### src/shared/skip_exec_cfg.svh
// Constants for the conditional-skip execution block.
// Assumes an 8-bit data memory and a two-cycle normal instruction time.
`ifndef SKIP_EXEC_CFG_SVH
`define SKIP_EXEC_CFG_SVH
`define DATA_WIDTH      8
`define BIT_SEL_WIDTH   3
`define ACCUM_RESET     8'h00
`define NORMAL_CYCLES   2
`define SKIP_CYCLES     3
`endif

### src/shared/skip_exec_pkg.sv
// Types for the conditional-skip execution block.
// Assumes the cfg header is on the include path.
`include "skip_exec_cfg.svh"
package skip_exec_pkg;
  typedef enum logic [1:0] {
    OP_INC_MEM_SKIP   = 2'h0,
    OP_INC_ACCUM_SKIP = 2'h1,
    OP_BIT_SKIP       = 2'h2
  } skip_op_e;
  typedef enum logic [3:0] {
    ST_IDLE  = 4'h1,
    ST_EXEC  = 4'h2,
    ST_DUMMY = 4'h4,
    ST_DONE  = 4'h8
  } exec_state_e;
endpackage

### src/verilog/skip_cond_eval.sv
// Evaluates the increment result and the skip condition for one operand.
// Assumes operand and opcode are stable while it is read.
`timescale 1ns/1ns
`include "skip_exec_cfg.svh"
`default_nettype none
module skip_cond_eval
  import skip_exec_pkg::*;
#(
  parameter int WIDTH = `DATA_WIDTH
) (
  input  wire logic [WIDTH-1:0]          operand,
  input  wire logic [`BIT_SEL_WIDTH-1:0] bit_sel,
  input  wire skip_op_e                  op,
  output logic      [WIDTH-1:0]          inc_value,
  output logic                           skip
);
  // The bit index must reach every bit and no more
  if (WIDTH != (1 << `BIT_SEL_WIDTH)) begin : g_width_bad
    $error("Width must match bit select");
  end
  always_comb begin
    inc_value = operand + {{(WIDTH-1){1'b0}}, 1'b1};
    case (op)
      OP_INC_MEM_SKIP:   skip = (inc_value == '0);
      OP_INC_ACCUM_SKIP: skip = (inc_value == '0);
      OP_BIT_SKIP:       skip = operand[bit_sel];
      default:           skip = 1'b0;
    endcase
  end
endmodule
`default_nettype wire

### src/verilog/skip_exec.sv
// Execution unit for increment-and-skip and bit-test-skip instructions.
// Assumes decode gives a one-cycle start with the operand already read.
`timescale 1ns/1ns
`include "skip_exec_cfg.svh"
`default_nettype none
// Overview of operation
// - Increment-to-memory adds one and writes it back to the same byte.
// - An increment that yields zero skips the next instruction.
// - The accumulator variant loads byte plus one and tests that value.
// - The accumulator variant never writes data memory.
// - Bit-test skips the next instruction when the selected bit is one.
// - Bit-test with the selected bit zero runs the next instruction.
// - A taken skip adds a dummy cycle so the instruction takes three.
// - None of these instructions changes any status flag.
module skip_exec
  import skip_exec_pkg::*;
#(
  parameter int WIDTH = `DATA_WIDTH
) (
  input  wire logic                       clk_sys,
  input  wire logic                       rst,
  input  wire logic                       start,
  input  wire skip_op_e                   op,
  input  wire logic [7:0]                 mem_addr,
  input  wire logic [WIDTH-1:0]           mem_rdata,
  input  wire logic [`BIT_SEL_WIDTH-1:0]  bit_sel,
  output logic                            busy,
  output logic                            mem_we,
  output logic      [7:0]                 mem_waddr,
  output logic      [WIDTH-1:0]           mem_wdata,
  output logic      [WIDTH-1:0]           accumulator_reg,
  output logic                            skip_next,
  output logic                            dummy_cycle,
  output logic                            flags_we,
  output logic                            done
);
  // ------------------------------------------------------------------
  // Condition evaluation
  // ------------------------------------------------------------------
  logic [WIDTH-1:0] inc_value;
  logic             skip;
  exec_state_e      state_reg;
  logic [1:0]       cyc_reg;

  skip_cond_eval #(.WIDTH(WIDTH)) u_eval (
    .operand   (mem_rdata),
    .bit_sel   (bit_sel),
    .op        (op),
    .inc_value (inc_value),
    .skip      (skip)
  );

  // ------------------------------------------------------------------
  // Sequencing
  // ------------------------------------------------------------------
  // Operands are sampled only in the start cycle; later ones are ignored
  always_ff @(posedge clk_sys or posedge rst) begin
    if (rst) begin
      state_reg <= ST_IDLE;
      cyc_reg   <= 2'h0;
    end else begin
      case (state_reg)
        ST_IDLE: begin
          if (start) begin
            state_reg <= ST_EXEC;
            cyc_reg   <= 2'h1;
          end
        end
        ST_EXEC: begin
          cyc_reg <= cyc_reg + 2'h1;
          if (skip_next) begin
            state_reg <= ST_DUMMY;
          end else begin
            state_reg <= ST_DONE;
          end
        end
        ST_DUMMY: begin
          cyc_reg   <= cyc_reg + 2'h1;
          state_reg <= ST_DONE;
        end
        ST_DONE: begin
          cyc_reg   <= 2'h0;
          state_reg <= ST_IDLE;
        end
        default: state_reg <= ST_IDLE;
      endcase
    end
  end

  always_ff @(posedge clk_sys or posedge rst) begin
    if (rst) begin
      busy        <= 1'b0;
      dummy_cycle <= 1'b0;
      done        <= 1'b0;
    end else begin
      busy        <= (state_reg == ST_IDLE) ? start : (state_reg != ST_DONE);
      dummy_cycle <= (state_reg == ST_EXEC) && skip_next;
      done        <= (state_reg == ST_EXEC && !skip_next)
                     || (state_reg == ST_DUMMY);
    end
  end

  // ------------------------------------------------------------------
  // Results
  // ------------------------------------------------------------------
  always_ff @(posedge clk_sys or posedge rst) begin
    if (rst) begin
      mem_we    <= 1'b0;
      mem_waddr <= 8'h00;
      mem_wdata <= '0;
    end else begin
      mem_we <= 1'b0;
      if (state_reg == ST_IDLE && start && op == OP_INC_MEM_SKIP) begin
        mem_we    <= 1'b1;
        mem_waddr <= mem_addr;
        mem_wdata <= inc_value;
      end
      // Other operations never raise the write strobe
    end
  end

  always_ff @(posedge clk_sys or posedge rst) begin
    if (rst) begin
      accumulator_reg <= `ACCUM_RESET;
    end else if (state_reg == ST_IDLE && start
                 && op == OP_INC_ACCUM_SKIP) begin
      accumulator_reg <= inc_value;
    end
  end

  always_ff @(posedge clk_sys or posedge rst) begin
    if (rst) begin
      skip_next <= 1'b0;
    end else if (state_reg == ST_IDLE && start) begin
      skip_next <= skip;
    end else if (state_reg == ST_DONE) begin
      skip_next <= 1'b0;
    end
  end

  // Flags stay untouched: the flag write enable is held low
  always_ff @(posedge clk_sys or posedge rst) begin
    if (rst) begin
      flags_we <= 1'b0;
    end else begin
      flags_we <= 1'b0;
    end
  end

  // ------------------------------------------------------------------
  // Checks
  // ------------------------------------------------------------------
  AST_MEM_WB: assert property (
    @(posedge clk_sys) disable iff (rst)
    (state_reg == ST_IDLE && start && op == OP_INC_MEM_SKIP)
      |=> (mem_we && mem_wdata == $past(mem_rdata) + 8'h01))
    else $error("Increment not written back");
  AST_WE_PULSE: assert property (
    @(posedge clk_sys) disable iff (rst)
    mem_we |=> !mem_we)
    else $error("Write strobe longer than one cycle");
  AST_WADDR: assert property (
    @(posedge clk_sys) disable iff (rst)
    (state_reg == ST_IDLE && start && op == OP_INC_MEM_SKIP)
      |=> (mem_waddr == $past(mem_addr)))
    else $error("Write went to another byte");
  // Op code 3 is a no-op and must stay out of the zero test
  AST_ZERO_SKIP: assert property (
    @(posedge clk_sys) disable iff (rst)
    (state_reg == ST_IDLE && start
     && (op == OP_INC_MEM_SKIP || op == OP_INC_ACCUM_SKIP))
      |=> (skip_next == ($past(mem_rdata) == 8'hff)))
    else $error("Zero skip decision wrong");
  AST_SKIP_CLEAR: assert property (
    @(posedge clk_sys) disable iff (rst)
    done |=> !skip_next)
    else $error("Skip decision outlived its instruction");
  AST_ACCUM_LOAD: assert property (
    @(posedge clk_sys) disable iff (rst)
    (state_reg == ST_IDLE && start && op == OP_INC_ACCUM_SKIP)
      |=> (accumulator_reg == $past(mem_rdata) + 8'h01))
    else $error("Accumulator not loaded");
  AST_ACCUM_HOLD: assert property (
    @(posedge clk_sys) disable iff (rst)
    (state_reg == ST_IDLE && start && op != OP_INC_ACCUM_SKIP)
      |=> $stable(accumulator_reg))
    else $error("Accumulator changed by another operation");
  AST_ACCUM_NO_WR: assert property (
    @(posedge clk_sys) disable iff (rst)
    (state_reg == ST_IDLE && start && op != OP_INC_MEM_SKIP) |=> !mem_we)
    else $error("Unexpected memory write");
  AST_BIT_SET: assert property (
    @(posedge clk_sys) disable iff (rst)
    (state_reg == ST_IDLE && start && op == OP_BIT_SKIP && mem_rdata[bit_sel])
      |=> skip_next)
    else $error("Bit set did not skip");
  AST_BIT_CLR: assert property (
    @(posedge clk_sys) disable iff (rst)
    (state_reg == ST_IDLE && start && op == OP_BIT_SKIP && !mem_rdata[bit_sel])
      |=> !skip_next)
    else $error("Bit clear skipped");
  AST_SKIP_LEN: assert property (
    @(posedge clk_sys) disable iff (rst)
    (state_reg == ST_IDLE && start && skip) |=> !done ##1 dummy_cycle ##1 done)
    else $error("Skip did not take three cycles");
  AST_DUMMY_SKIP: assert property (
    @(posedge clk_sys) disable iff (rst)
    dummy_cycle |-> skip_next)
    else $error("Dummy cycle without a skip");
  AST_DONE_PULSE: assert property (
    @(posedge clk_sys) disable iff (rst)
    done |=> !done)
    else $error("Done longer than one cycle");
  AST_NO_FLAGS: assert property (
    @(posedge clk_sys) disable iff (rst)
    !flags_we)
    else $error("Flags written");
  AST_NORMAL_LEN: assert property (
    @(posedge clk_sys) disable iff (rst)
    (state_reg == ST_IDLE && start && !skip) |=> !done ##1 (done && !dummy_cycle))
    else $error("Normal length wrong");
  // One idle slot after done keeps back-to-back starts from overlapping
  AST_BACK_IDLE: assert property (
    @(posedge clk_sys) disable iff (rst)
    (state_reg == ST_DONE) |=> (state_reg == ST_IDLE && !busy))
    else $error("Did not return to idle after done");
endmodule
`default_nettype wire

### config.mk
export PLATFORM = sky130hd
export DESIGN_NAME = skip_exec
export DESIGN_NICKNAME = d
export VERILOG_FILES = /design/src/shared/skip_exec_pkg.sv /design/src/verilog/skip_cond_eval.sv /design/src/verilog/skip_exec.sv
export VERILOG_INCLUDE_DIRS = /design/src /design/src/shared
export SDC_FILE = /design/constraint.sdc
export NUM_CORES = 1
export LEC_CHECK = 0
export ABC_AREA = 1
export BUFFER_PORTS_ARGS = -buffer_cell sky130_fd_sc_hd__buf_2
export CAP_MARGIN = 40
export CORE_MARGIN = 2
export CORE_UTILIZATION = 53
export CTS_CLUSTER_DIAMETER = 40
export DETAILED_ROUTE_END_ITERATION = 12
export PLACE_DENSITY = 0.84
export SLEW_MARGIN = 25
export SYNTH_ARGS = -nofsm -noshare
export SYNTH_HDL_FRONTEND = slang
export SYNTH_SLANG_ARGS = --single-unit
### constraint.sdc
create_clock -name clk_sys -period 1.99 [get_ports clk_sys]
set_input_delay 0.4975 -clock clk_sys [delete_from_list [all_inputs] [get_ports clk_sys]]
set_output_delay 0.4975 -clock clk_sys [all_outputs]
set_load 0.01 [all_outputs]
==> impl_metrics.tcl <==
set metrics [dict create \
    cp-end-kind "flop" \
    die-area_um2 3370 \
    place.gp.congestion 0.848 \
    cts_num_sinks 33 \
    combPwrFrac_pct 38.6 \
    yosysTopAreaCellShare_pct 51.8 \
    fillers 269 \
    ys_types 26 \
    antenna_left 0 \
    path_cells "nand3_2, nor2_4, nand3_2, inv_2, nor2_1, a31oi_1" \
    power.density_nw_per_um2 1270 \
    clkLatencyLatePin_ns 0.32 \
    path_common_cell "nand3_2" \
    placed_cells 268 \
    routedWlPerCell_um 11.7 \
    whs_ns 0.240 \
    power_frac_seq_pct 48.0 \
    finalCritPeriodShare_pct 76.1 \
    synth_fp_nets 213 \
    hold_violations 0 \
    yosysSeqAreaShare_pct 53.5 \
    die_y_um 58.0 \
    drive_gt1_share_pct 28.0 \
    vias 1374 \
    grt_pass1_wl_um 5340 \
    drt_iter0_markers 43 \
    p_total_mw 2.35 \
    syn_inst 188 \
    maxSlewViolCount 0 \
    clkPwrFrac_pct 13.4 \
    seq_area_um2 827 \
    p_leak_nw 1.06 \
    fin_skew_ns 0.00718 \
    synth_edf_count 0 \
    tns_ns 0 \
    multiInputGateArea_um2 588 \
    worstPathRequired_ns 2.24 \
    cp-start-kind "flop" \
    syn_area_per_cell_um2 8.23 \
    numCtsBuffers 5 \
    drv_cap 0 \
    drc_errors 0 \
    drt_first_pass_iters 5 \
    io_pins 54 \
    synth.top_cells.by_area "dfrtp_1, nand2_1, inv_1" \
    crit_fanout 11 \
    coreArea_um2 2760 \
    fmax_mhz 661 \
    post_cts_buffers 0 \
    synth_seq_cells 33 \
    fin_crit_ns 1.51 \
    switching_share_pct 37.5 \
    synthToLayoutAreaGrowth_pct 19.7 \
    yosysTopAreaCell "dfrtp_1" \
    cts_buffer_depth 2 \
    ys.flop_type "dfrtp_1" \
    synthArstFlopShare_pct 100 \
    final_area_um2 1850 \
    cts.clk_slew.worst_paths_ns 0.09 \
    antenna_found_initial 0 \
    h-tree-depth 2 \
    num_rows 19 \
    max_stage_delay_ns 0.57 \
    setup_viol 0 \
    place_area_um2 1810 \
    ctsResizeCount 0 \
    slowest_stage "dfstp_2" \
    cts_root_buffer "clkbuf_4" \
    nets 269 \
    holdBufCountCts 0 \
    layout_setup_ws_ns 0.476 \
    antenna_cells 0 \
    min_path_type "input pin to async pin" \
    path_class "flop to flop" \
    fp.dieW_um 58.0 \
    final_cells 274 \
    yosys_warnings 0 \
    rsz0062_at_grt "no" \
    portBuffers 52 \
    vias_per_cell 5.01 \
    ir_drop_mv 0.975 \
    final_common_cell "nand2_1" \
    final_util_pct 67.2 \
    routed_wirelength_um 3200 \
    p_switching_mw 0.882 \
    grt_usage_pct 21.4 \
    pre_cts_slack_ns 0.382 \
    start_util_pct 56.1 \
    grt_pass1_vias 1264 \
    synth.cell_area_um2 1550 \
    overflow 0 \
    grt_max_degree 34 \
    cts_tree "done" \
    intPower_mw 1.47 \
    crit_arrival_ns 1.76 \
    status "finished clean" \
    final_cell_mix "nand2_1, buf_2, dfrtp_1" \
    dp_hpwl_um 2520 \
]
## cell usage after synthesis (2+ instances only)
library cell	n
dfrtp_1	32
nor4_1	2
a31oi_1	4
nand2_1	66
nand3_1	11
o211ai_1	2
nand3_2	2
o21ai_1	4
o21ai_0	9
a21oi_1	2
inv_1	20
nor2_1	20
## logic make-up after synthesis
| logic type | after synthesis | synth area share [%] |
|---|---|---|
| adders and majority gates | 1 | 0.809 |
| DFF | 33 | 53.5 |
| and+or+nand+nor | 104 | 28.4 |
| xor gates and xnor gates | 1 | 0.566 |
| other | 1 | 0.242 |
| buffers and inverters | 26 | 8.49 |
| AOI/OAI and AO/OA | 22 | 8.01 |
## critical path, delay by kind of cell, from the launching register on
family | cells | cell delay [ns]
AO/OA/AOI/OAI | 1 | 0.13
buffers and inverters | 1 | 0.17
flip-flops | 1 | 0.57
AND/OR/NAND/NOR | 4 | 0.58
## layout make-up
class | count | area share [%]
clock buffer | 5 | 2.03
sequential | 33 | 44.7
clock inverter | 1 | 0.270
inverter | 22 | 4.73
timing repair buffer | 53 | 14.5
tap | 31 | 2.09
multi-input combinational | 129 | 31.8
## power by group through the flow
stage	Clock (mW)	Combinational, mW	Sequential [mW]
6_report	0.315	0.906	1.13
4_1_cts	0.326	0.920	1.13
3_5_place_dp	0	0.918	1.14
3_3_place_gp	0	0.893	1.13
2_1_floorplan	0	0.417	1.26
5_1_grt	0.364	1.03	1.16
## layer usage
layer	wire length, µm	global-route usage [%]	vias up
li1	-	-	701
met1	1370	25.6	619
met3	212	5.58	6
met4	72	10.3	0
met5	0	0	-
met2	1550	36.0	48
## worst paths after layout
| path | from | to | slack (ns) | depth (start not counted) |
|---|---|---|---|---|
| max reg2reg | state_reg[0]$_DFFE_PP1P_ | accumulator_reg[7]$_DFFE_PP0P_ | 0.48 | 6 |
| max in group asynchronous | rst | state_reg[0]$_DFFE_PP1P_ | 1.42 | 3 |
| min | rst | dummy_cycle$_DFF_PP0_ | 0.24 | 3 |
| max | state_reg[0]$_DFFE_PP1P_ | accumulator_reg[7]$_DFFE_PP0P_ | 0.48 | 6 |
| min reg2reg | mem_waddr[3]$_DFFE_PP0P_ | mem_waddr[3]$_DFFE_PP0P_ | 0.48 | 2 |
| min in group clk_sys | mem_addr[6] | mem_waddr[6]$_DFFE_PP0P_ | 0.37 | 3 |
No activity file was read; power rests on OpenSTA's default activity.
